[src/pkg/ipst_pkg.sv]
/*
 * Package of the interrupt pending-state block: register offsets,
 * field positions, reset values and state encodings.
 * Assumes a 32-bit Avalon-MM slave with word addressing in bytes.
 */
package ipst_pkg;
    // ========================================================
    // Geometry
    localparam int IPST_NUM_IRQ = 32;
    localparam int IPST_ID_W = 9;
    localparam int IPST_PRIO_W = 4;
    localparam int IPST_ADDR_W = 8;
    // ========================================================
    // Register byte offsets
    localparam logic [7:0] IPST_OFS_SET_PEND = 8'h00;
    localparam logic [7:0] IPST_OFS_CLR_PEND = 8'h04;
    localparam logic [7:0] IPST_OFS_ACTIVE = 8'h08;
    localparam logic [7:0] IPST_OFS_ENABLE = 8'h0C;
    localparam logic [7:0] IPST_OFS_SYS_CTRL = 8'h10;
    localparam logic [7:0] IPST_OFS_SW_TRIG = 8'h14;
    localparam logic [7:0] IPST_OFS_LEVEL_SEL = 8'h18;
    localparam logic [7:0] IPST_OFS_PRIO_BASE = 8'h20;
    localparam logic [7:0] IPST_OFS_PRIO_LAST = 8'h3C;
    // ========================================================
    // Fields
    localparam int IPST_PERMIT_BIT = 1;
    localparam int IPST_PRIO_LSB = 4;
    // ========================================================
    // Reset values
    localparam logic [31:0] IPST_RST_WORD = 32'h0000_0000;
    localparam logic [31:0] IPST_UNMAPPED_RD = 32'h0000_0000;
    // ========================================================
    // Bus answer state
    typedef enum logic [1:0] {
        IPST_BUS_IDLE = 2'b01,
        IPST_BUS_DONE = 2'b10
    } ipst_bus_t;
endpackage

[src/hdl/ipst_core.sv]
/*
 * Interrupt pending/active state block with software trigger register.
 * Holds per-line pending and active flags, latches level or rising-edge
 * requests, and serves the registers over Avalon-MM with waitrequest.
 * Assumes request lines are asynchronous to clk and the core gives
 * one-cycle entry and return pulses carrying the interrupt number.
 */
// Summary of operation
// - Trigger register write makes the named interrupt pending.
// - Trigger ID field is a plain binary interrupt number.
// - Unprivileged trigger writes need the user permit bit set.
// - User permit bit writable only by privileged accesses.
// - Level-selected request line high while not active sets pending.
// - Rising edge on request line sets pending, even short pulses.
// - Set-pending bit or trigger register write sets pending.
// - Handler entry clears pending and sets active.
// - Level return: line still high gives pending, else inactive.
// - No pulse during handler: return leaves the interrupt inactive.
// - Level clear-pending ignored while line high, else clears.
// - Pending is set regardless of the enable bit.
// - Clear-pending leaves active alone; writing zeros does nothing.
// - Set-pending on pending or disabled interrupt just pends.
// - Active flag reads one when active or active and pending.
// - Four-bit priority in the byte's upper bits, lower bits zero.
`timescale 1ns/1ps
module ipst_core
    import ipst_pkg::*;
#(
    parameter int NUM_IRQ = ipst_pkg::IPST_NUM_IRQ
)
(
    // Clock and reset
    input wire logic clk,
    input wire logic rst_b,
    // Avalon-MM slave
    input wire logic [ipst_pkg::IPST_ADDR_W-1:0] avs_address,
    input wire logic avs_read,
    input wire logic avs_write,
    input wire logic [31:0] avs_writedata,
    input wire logic [3:0] avs_byteenable,
    input wire logic avs_privileged,
    output logic [31:0] avs_readdata,
    output logic avs_waitrequest,
    // Peripheral request lines
    input wire logic [NUM_IRQ-1:0] irq_line,
    // Processor core handshake
    input wire logic core_entry,
    input wire logic [ipst_pkg::IPST_ID_W-1:0] core_entry_id,
    input wire logic core_return,
    input wire logic [ipst_pkg::IPST_ID_W-1:0] core_return_id,
    // State outputs
    output logic [NUM_IRQ-1:0] irq_pending,
    output logic [NUM_IRQ-1:0] irq_active,
    output logic [NUM_IRQ-1:0] irq_take
);
    import ipst_pkg::*;

    // ========================================================
    // State
    typedef struct packed {
        logic [NUM_IRQ-1:0] sync1;
        logic [NUM_IRQ-1:0] sync2;
        logic [NUM_IRQ-1:0] sync3;
        logic [NUM_IRQ-1:0] pend;
        logic [NUM_IRQ-1:0] act;
        logic [NUM_IRQ-1:0] ena;
        logic [NUM_IRQ-1:0] level_sel;
        logic [NUM_IRQ-1:0] take;
        logic [NUM_IRQ*IPST_PRIO_W-1:0] prio;
        logic user_permit;
        ipst_bus_t bus;
        logic [31:0] rdata;
        logic waitreq;
    } ipst_state_t;

    ipst_state_t st_q;
    ipst_state_t st_d;

    // One-hot mask for an interrupt number, zero when out of range
    function automatic logic [NUM_IRQ-1:0] ipst_onehot(input logic [IPST_ID_W-1:0] id);
        logic [NUM_IRQ-1:0] m;
        m = '0;
        if (int'(id) < NUM_IRQ)
        begin
            m[int'(id)] = 1'b1;
        end
        return m;
    endfunction

    // Pack the priority nibble into the upper half of its byte
    function automatic logic [7:0] ipst_prio_byte(input logic [IPST_PRIO_W-1:0] p);
        return {p, 4'h0};
    endfunction

    // ========================================================
    // Next-state logic
    always_comb
    begin
        logic [NUM_IRQ-1:0] stable;
        logic [NUM_IRQ-1:0] set_mask;
        logic [NUM_IRQ-1:0] clr_mask;
        logic [NUM_IRQ-1:0] ent_mask;
        logic [NUM_IRQ-1:0] ret_mask;
        logic [NUM_IRQ-1:0] wmask;
        logic [31:0] rd;
        logic wr_go;
        logic rd_go;
        int idx;
        stable = '0;
        set_mask = '0;
        clr_mask = '0;
        ent_mask = '0;
        ret_mask = '0;
        wmask = '0;
        rd = IPST_UNMAPPED_RD;
        wr_go = 1'b0;
        rd_go = 1'b0;
        idx = 0;
        st_d = st_q;

        // Three-stage synchroniser; level counts once stages 2 and 3 agree
        st_d.sync1 = irq_line;
        st_d.sync2 = st_q.sync1;
        st_d.sync3 = st_q.sync2;
        // Only the second stage reads the first; the first may be metastable
        stable = st_q.sync2 & st_q.sync3;
        // Rising edges are taken where stage 2 is high and stage 3 low, so that a pulse one
        // clock long still latches; see the edge term further down

        // Bus handshake: one wait cycle, answer on the second edge
        wr_go = avs_write && (st_q.bus == IPST_BUS_IDLE);
        rd_go = avs_read && (st_q.bus == IPST_BUS_IDLE);
        wmask = avs_writedata[NUM_IRQ-1:0];
        // Waitrequest is registered high and drops for the answer cycle only
        case (st_q.bus)
            IPST_BUS_DONE:
            begin
                // Answer stood one cycle, back to waiting
                st_d.bus = IPST_BUS_IDLE;
                st_d.waitreq = 1'b1;
            end
            IPST_BUS_IDLE:
            begin
                if (wr_go || rd_go)
                begin
                    st_d.bus = IPST_BUS_DONE;
                    st_d.waitreq = 1'b0;
                end
            end
            default:
            begin
                st_d.bus = IPST_BUS_IDLE;
                st_d.waitreq = 1'b1;
            end
        endcase

        // Register writes
        if (wr_go)
        begin
            if (avs_address == IPST_OFS_SET_PEND)
            begin
                set_mask = wmask;
            end
            else if (avs_address == IPST_OFS_CLR_PEND)
            begin
                clr_mask = wmask & ~(st_q.level_sel & stable);
            end
            else if (avs_address == IPST_OFS_ENABLE)
            begin
                st_d.ena = wmask;
            end
            else if (avs_address == IPST_OFS_SYS_CTRL)
            begin
                if (avs_privileged)
                begin
                    st_d.user_permit = avs_writedata[IPST_PERMIT_BIT];
                end
            end
            else if (avs_address == IPST_OFS_SW_TRIG)
            begin
                if (avs_privileged || st_q.user_permit)
                begin
                    set_mask = ipst_onehot(avs_writedata[IPST_ID_W-1:0]);
                end
            end
            else if (avs_address == IPST_OFS_LEVEL_SEL)
            begin
                st_d.level_sel = wmask;
            end
            else if (avs_address >= IPST_OFS_PRIO_BASE && avs_address <= IPST_OFS_PRIO_LAST)
            begin
                for (int b = 0; b < 4; b++)
                begin
                    idx = int'(avs_address - IPST_OFS_PRIO_BASE) + b;
                    if (avs_byteenable[b] && idx < NUM_IRQ)
                    begin
                        st_d.prio[idx*IPST_PRIO_W +: IPST_PRIO_W] =
                            avs_writedata[b*8+IPST_PRIO_LSB +: IPST_PRIO_W];
                    end
                end
            end
        end

        // Register reads
        if (rd_go)
        begin
            if (avs_address == IPST_OFS_SET_PEND || avs_address == IPST_OFS_CLR_PEND)
            begin
                rd = 32'(st_q.pend);
            end
            else if (avs_address == IPST_OFS_ACTIVE)
            begin
                rd = 32'(st_q.act);
            end
            else if (avs_address == IPST_OFS_ENABLE)
            begin
                rd = 32'(st_q.ena);
            end
            else if (avs_address == IPST_OFS_SYS_CTRL)
            begin
                rd[IPST_PERMIT_BIT] = st_q.user_permit;
            end
            else if (avs_address == IPST_OFS_LEVEL_SEL)
            begin
                rd = 32'(st_q.level_sel);
            end
            else if (avs_address >= IPST_OFS_PRIO_BASE && avs_address <= IPST_OFS_PRIO_LAST)
            begin
                for (int b = 0; b < 4; b++)
                begin
                    idx = int'(avs_address - IPST_OFS_PRIO_BASE) + b;
                    if (idx < NUM_IRQ)
                    begin
                        rd[b*8 +: 8] =
                            ipst_prio_byte(st_q.prio[idx*IPST_PRIO_W +: IPST_PRIO_W]);
                    end
                end
            end
            st_d.rdata = rd;
        end

        // Handler entry and return masks from the core
        ent_mask = core_entry ? ipst_onehot(core_entry_id) : '0;
        ret_mask = core_return ? ipst_onehot(core_return_id) : '0;

        // level high and not active; an entry this cycle counts as active
        // so a held level line does not re-pend the interrupt being entered
        set_mask = set_mask | (st_q.level_sel & stable & ~(st_q.act | ent_mask));
        set_mask = set_mask | (~st_q.level_sel & st_q.sync2 & ~st_q.sync3);
        set_mask = set_mask | (ret_mask & st_q.level_sel & stable);

        // set on pending is idempotent; set wins, gives act+pend
        st_d.pend = ((st_q.pend & ~clr_mask) & ~ent_mask) | set_mask;
        // return with no new event ends inactive
        st_d.act = (st_q.act | ent_mask) & ~ret_mask;

        // Candidates for the core: enabled and pending
        st_d.take = st_d.pend & st_d.ena;
    end

    // ========================================================
    // State register
    always_ff @(posedge clk)
    begin
        if (!rst_b)
        begin
            st_q <= '{sync1: '0, sync2: '0, sync3: '0, pend: '0, act: '0,
                      ena: '0, level_sel: '0, take: '0, prio: '0,
                      user_permit: 1'b0, bus: IPST_BUS_IDLE,
                      rdata: IPST_RST_WORD, waitreq: 1'b1};
        end
        else
        begin
            st_q <= st_d;
        end
    end

    // ========================================================
    // Outputs straight from flip-flops
    assign avs_readdata = st_q.rdata;
    assign avs_waitrequest = st_q.waitreq;
    assign irq_pending = st_q.pend;
    assign irq_active = st_q.act;
    assign irq_take = st_q.take;
endmodule

[config.mk]
export PLATFORM = sky130hd
export DESIGN_NAME = ipst_core
export DESIGN_NICKNAME = d
export VERILOG_FILES = /design/src/pkg/ipst_pkg.sv /design/src/hdl/ipst_core.sv
export SDC_FILE = /design/constraint.sdc
export NUM_CORES = 2
export LEC_CHECK = 0
export BUFFER_PORTS_ARGS = -buffer_cell sky130_fd_sc_hd__buf_4
export CAP_MARGIN = 20
export CORE_MARGIN = 2
export CORE_UTILIZATION = 41
export DETAILED_ROUTE_END_ITERATION = 8
export HOLD_SLACK_MARGIN = 0.15
export PLACE_DENSITY_LB_ADDON = 0.3
export REMOVE_ABC_BUFFERS = 1
export SLEW_MARGIN = 40
export SYNTH_ARGS = -nofsm -noshare
export SYNTH_HDL_FRONTEND = slang
export SYNTH_SLANG_ARGS = --single-unit
[constraint.sdc]
create_clock -name clk -period 6.3 [get_ports clk]
set_input_delay 0.315 -clock clk [delete_from_list [all_inputs] [get_ports clk]]
set_output_delay 0.315 -clock clk [all_outputs]
set_load 0.005 [all_outputs]
==> impl_metrics.prom <==
# TYPE chip_impl_metric gauge
chip_impl_metric{name="slew_viols_final",unit=""} 0
chip_impl_metric{name="grt_max_degree",unit=""} 111
chip_impl_metric{name="worst-r2r-cell-count",unit=""} 8
chip_impl_metric{name="critical_path.n_buffers_inverters",unit=""} 2
chip_impl_metric{name="avgSynthCellArea",unit="um^2"} 8.31
chip_impl_metric{name="cts_buffer_count",unit=""} 50
chip_impl_metric{name="worstPathRequired",unit="ps"} 6870
chip_impl_metric{name="setup_viol",unit=""} 0
chip_impl_metric{name="ctsLongestPathBuffers",unit=""} 3
chip_impl_metric{name="power.share.combinational",unit="%"} 19.5
chip_impl_metric{name="routed_wirelength",unit="mm"} 173
chip_impl_info{name="root_cell_of_the_clock_tree",value="sky130_fd_sc_hd__clkbuf_16"} 1
chip_impl_metric{name="regArea",unit="mm^2"} 0.00839
chip_impl_metric{name="antenna_found_initial",unit=""} 18
chip_impl_metric{name="yosysWarnings",unit=""} 0
chip_impl_info{name="ys_top_cells_by_count",value="473 x sky130_fd_sc_hd__nand2_1, 419 x sky130_fd_sc_hd__dfxtp_1, 265 x sky130_fd_sc_hd__a21oi_1"} 1
chip_impl_metric{name="drcViolationCount",unit=""} 0
chip_impl_metric{name="postSynthRegisterBits",unit=""} 419
chip_impl_metric{name="fmax",unit="GHz"} 0.184
chip_impl_metric{name="cp.arrival",unit="ps"} 5990
chip_impl_metric{name="seq_total_area_yosys",unit="%"} 26.9
chip_impl_metric{name="area_used_by_multi_input_combinational_logic",unit="mm^2"} 0.0208
chip_impl_info{name="cp_cell_sequence",value="buf_4 -> ha_1 -> nand4_1 -> a211oi_1 -> nor2_1 -> or4_1 -> ha_1 -> nor4b_1 -> nand4_1 -> nor3_2 -> o211ai_1 -> nor3_1 -> buf_4 -> mux2_2 -> mux2_2 -> or3_1 -> a31oi_1"} 1
chip_impl_metric{name="post_layout_minimum_cycle_time",unit="ps"} 5420
chip_impl_metric{name="die_width",unit="um"} 280
chip_impl_metric{name="port_buffers",unit=""} 229
chip_impl_metric{name="final_design_area_no_fill",unit="mm^2"} 0.0363
chip_impl_metric{name="r2r_setup_slack",unit="ps"} 3100
chip_impl_metric{name="fillers",unit=""} 7442
chip_impl_metric{name="power.clock.fraction",unit="%"} 42.5
chip_impl_metric{name="cts.sink_count",unit=""} 419
chip_impl_metric{name="ant_nets",unit=""} 0
chip_impl_metric{name="drt-pass1-iter-count",unit=""} 7
chip_impl_metric{name="sequentialPowerShare",unit="%"} 38.0
chip_impl_metric{name="routabilityCongestion",unit=""} 1.14
chip_impl_info{name="critPathSlowestCell",value="sky130_fd_sc_hd__or4_1"} 1
chip_impl_metric{name="row_count",unit=""} 101
chip_impl_metric{name="layout-drive-gt1-share",unit="%"} 21.4
chip_impl_metric{name="die_height",unit="um"} 280
chip_impl_metric{name="clock_latency",unit="ps"} 670
chip_impl_metric{name="clk_pin_slew_worst_paths",unit="ps"} 60
chip_impl_info{name="crit_type",value="in -> reg"} 1
chip_impl_metric{name="total_number_of_h_tree_levels",unit=""} 2
chip_impl_metric{name="skew",unit="ps"} 28.9
chip_impl_info{name="timing.rr.start",value="st_q[33]$_SDFFE_PN1P_"} 1
chip_impl_metric{name="setup_ws",unit="ps"} 880
chip_impl_metric{name="synth_cells",unit=""} 3746
chip_impl_metric{name="layout_worst_path_cycle_share",unit="%"} 86.0
chip_impl_metric{name="report.final.hold_viol_count",unit=""} 0
chip_impl_metric{name="pin_count",unit=""} 230
chip_impl_metric{name="total_switching_power",unit="mW"} 2.42
chip_impl_info{name="worst_hold_path.endpoint",value="irq_pending[0]$_SDFF_PN0_"} 1
chip_impl_metric{name="power.density",unit="mW/mm^2"} 201
chip_impl_info{name="synthMostInstantiatedCell",value="sky130_fd_sc_hd__nand2_1"} 1
chip_impl_metric{name="totalNegativeSetupSlack",unit="ps"} 0
chip_impl_metric{name="drv_cap",unit=""} 0
chip_impl_info{name="synth_area_leader_cell",value="sky130_fd_sc_hd__dfxtp_1"} 1
chip_impl_metric{name="placeableCoreArea",unit="mm^2"} 0.0756
chip_impl_info{name="crit_path_start_kind",value="primary input"} 1
chip_impl_metric{name="post_dp_cell_area",unit="mm^2"} 0.0338
chip_impl_metric{name="synth_area",unit="mm^2"} 0.0311
chip_impl_metric{name="first_global_vias",unit=""} 31800
chip_impl_metric{name="slew-limit-headroom",unit="%"} 35.9
chip_impl_metric{name="hold_path_cell_cnt",unit=""} 4
chip_impl_metric{name="detailedRoute.firstIterationViolations",unit=""} 5236
chip_impl_metric{name="worst_path_largest_cell_delay",unit="ps"} 660
chip_impl_metric{name="power.leakage",unit="nW"} 13.1
chip_impl_info{name="min-delay-path-class",value="in -> reg"} 1
chip_impl_metric{name="post-dp-hpwl",unit="mm"} 124
chip_impl_info{name="yosys_most_used_dff",value="sky130_fd_sc_hd__dfxtp_1"} 1
chip_impl_info{name="critical-path-top-delay-family",value="simple AND/OR/NAND/NOR gates"} 1
chip_impl_metric{name="nets",unit=""} 4036
chip_impl_metric{name="synth.top_cell.area_share",unit="%"} 26.9
chip_impl_metric{name="grt-ovfl-total",unit=""} 0
chip_impl_metric{name="max_slew.worst_pin.slew",unit="ps"} 959
chip_impl_metric{name="postSynth.asyncResetShare",unit="%"} 0
chip_impl_metric{name="place_ws",unit="ps"} 432
chip_impl_metric{name="syn2layout_area_growth",unit="%"} 16.5
chip_impl_info{name="worst_hold_startpoint",value="avs_write"} 1
chip_impl_metric{name="cell_internal_pwr",unit="mW"} 4.88
chip_impl_metric{name="wl_per_cell",unit="um"} 35.0
chip_impl_metric{name="synth-edff-count",unit=""} 0
chip_impl_metric{name="first_pass_grt_wire_length",unit="mm"} 240
chip_impl_metric{name="vias_per_cell",unit=""} 6.95
chip_impl_metric{name="initial_core_util",unit="%"} 41.2
chip_impl_info{name="cts_tree",value="done"} 1
chip_impl_metric{name="design.die.area",unit="mm^2"} 0.0781
chip_impl_metric{name="synth.lib_cells_used.distinct",unit=""} 97
chip_impl_metric{name="cp_max_fo",unit=""} 18
chip_impl_metric{name="grtUsageTotal",unit="%"} 42.9
chip_impl_info{name="timing.rr.end",value="st_q[122]$_SDFFE_PN0P_"} 1
chip_impl_metric{name="cts_post_setup_buffers_inserted",unit=""} 0
chip_impl_metric{name="switching_share",unit="%"} 33.2
chip_impl_info{name="synth_area_leaders",value="sky130_fd_sc_hd__dfxtp_1 27%, sky130_fd_sc_hd__mux4_2 12%, sky130_fd_sc_hd__mux2i_1 6.7%, sky130_fd_sc_hd__nand2_1 5.7%, sky130_fd_sc_hd__a21oi_1 4.3%"} 1
chip_impl_metric{name="via_count",unit=""} 34200
chip_impl_info{name="status",value="finished clean"} 1
chip_impl_info{name="rsz0062_at_grt",value="no"} 1
chip_impl_info{name="setup_crit_end_kind",value="flop"} 1
chip_impl_metric{name="irDropWorstVdd",unit="mV"} 0.198
-- final cells by class --
type                    instances  share of cell area [%]
inverters                      53                   0.555
repair buffers                485                    10.7
multi-input cells            2890                    57.4
diodes                         12                  0.0828
flip-flops and latches        419                    23.1
clock buffers                  57                    3.63
well taps                     978                    3.37
clock inverters                34                    1.09
-- logic make-up after synthesis --
| logic type | after synthesis | synth area share, % |
|---|---|---|
| fa+ha+maj | 36 | 1.45 |
| buf+inv | 437 | 6.93 |
| simple gates | 1444 | 23.1 |
| flops | 419 | 26.9 |
| compound gates | 924 | 19.4 |
| mux | 443 | 20.9 |
| xor+xnor | 43 | 1.31 |
-- how the worst max path moves through the flow --
stage / start / cells past startpoint / endpoint
after CTS: avs_address[2] / 15 / st_q[117]$_SDFFE_PN0P_
after global placement: avs_address[2] / 15 / st_q[117]$_SDFFE_PN0P_
after global routing: avs_address[2] / 17 / st_q[84]$_SDFFE_PN0P_
after floorplan: avs_address[0] / 9 / st_q[47]$_SDFFE_PN0P_
final: avs_address[2] / 17 / st_q[84]$_SDFFE_PN0P_
after detailed placement: avs_address[2] / 15 / st_q[117]$_SDFFE_PN0P_
-- sequential cells by signal (all words and copies together), names as in the netlist --
| name | count |
|---|---|
| irq_take | 32 |
| irq_active | 32 |
| st_q | 227 |
| st_d | 64 |
| irq_pending | 32 |
| avs_readdata | 32 |
-- per-stage QoR --
stage               utilization (%)  hold WS [ps]  total power [mW]  std cells
global route                   48.0           199              7.42       4918
finish                         48.0           188              7.31       4928
floorplan                         -           412              3.39       3362
detailed placement             44.7           418              4.13       4755
CTS                            47.9           184              7.20       4915
global placement               44.6           415              4.12       4751
-- routing by layer --
| layer | vias up | global-route usage [%] | wire length, um |
|---|---|---|---|
| met4 | 22 | 30.4 | 15400 |
| li1 | 14200 | - | - |
| met3 | 870 | 18.2 | 24000 |
| met2 | 2795 | 62.9 | 71400 |
| met1 | 16400 | 50.2 | 61500 |
| met5 | - | 1.88 | 272 |
-- timing repair --
item / in CTS / in global routing
hold endpoints to repair: 157 / 0
resized for setup: 0 / 0
hold buffers: 69 / 0
-- layout by cell type, fill, tap and decap left out, types with 24 or more instances in the layout --
cell,synthesis,layout
sky130_fd_sc_hd__a21oi_1,265,265
sky130_fd_sc_hd__dlygate4sd3_1,0,69
sky130_fd_sc_hd__buf_4,130,406
sky130_fd_sc_hd__mux4_2,159,159
sky130_fd_sc_hd__dfxtp_1,419,419
sky130_fd_sc_hd__o21ai_0,213,210
sky130_fd_sc_hd__nor4_1,29,29
sky130_fd_sc_hd__and2_1,117,117
sky130_fd_sc_hd__mux2_2,77,77
sky130_fd_sc_hd__a221oi_1,47,47
sky130_fd_sc_hd__a22o_1,24,24
sky130_fd_sc_hd__nand2_1,473,472
sky130_fd_sc_hd__a31oi_1,48,48
sky130_fd_sc_hd__and3_1,26,26
sky130_fd_sc_hd__o211ai_1,76,76
sky130_fd_sc_hd__ha_1,36,35
sky130_fd_sc_hd__xnor2_1,29,26
sky130_fd_sc_hd__nor3b_1,43,40
sky130_fd_sc_hd__nand3_1,131,130
sky130_fd_sc_hd__nor2_1,263,256
sky130_fd_sc_hd__nor3_1,122,109
sky130_fd_sc_hd__mux2i_1,207,207
sky130_fd_sc_hd__o21a_1,35,35
sky130_fd_sc_hd__inv_1,51,49
sky130_fd_sc_hd__nor2b_1,51,49
sky130_fd_sc_hd__a22oi_1,26,26
sky130_fd_sc_hd__clkbuf_16,0,50
sky130_fd_sc_hd__nand4_1,45,45
sky130_fd_sc_hd__or3_1,29,28
-- power groups by stage --
stage          registers, mW  clock network, mW  logic [mW]
2_1_floorplan           2.81                  0       0.587
6_report                2.78               3.10        1.43
3_3_place_gp            2.83                  0        1.29
3_5_place_dp            2.83                  0        1.30
5_1_grt                 2.78               3.20        1.44
4_1_cts                 2.77               3.09        1.34
-- tightest hold or removal path: stages --
cell                      delay (ps)
sky130_fd_sc_hd__buf_4           110
sky130_fd_sc_hd__and2_1          180
sky130_fd_sc_hd__nand2_1          80
sky130_fd_sc_hd__a31oi_1          90
Power figures use the tool's default switching activity.
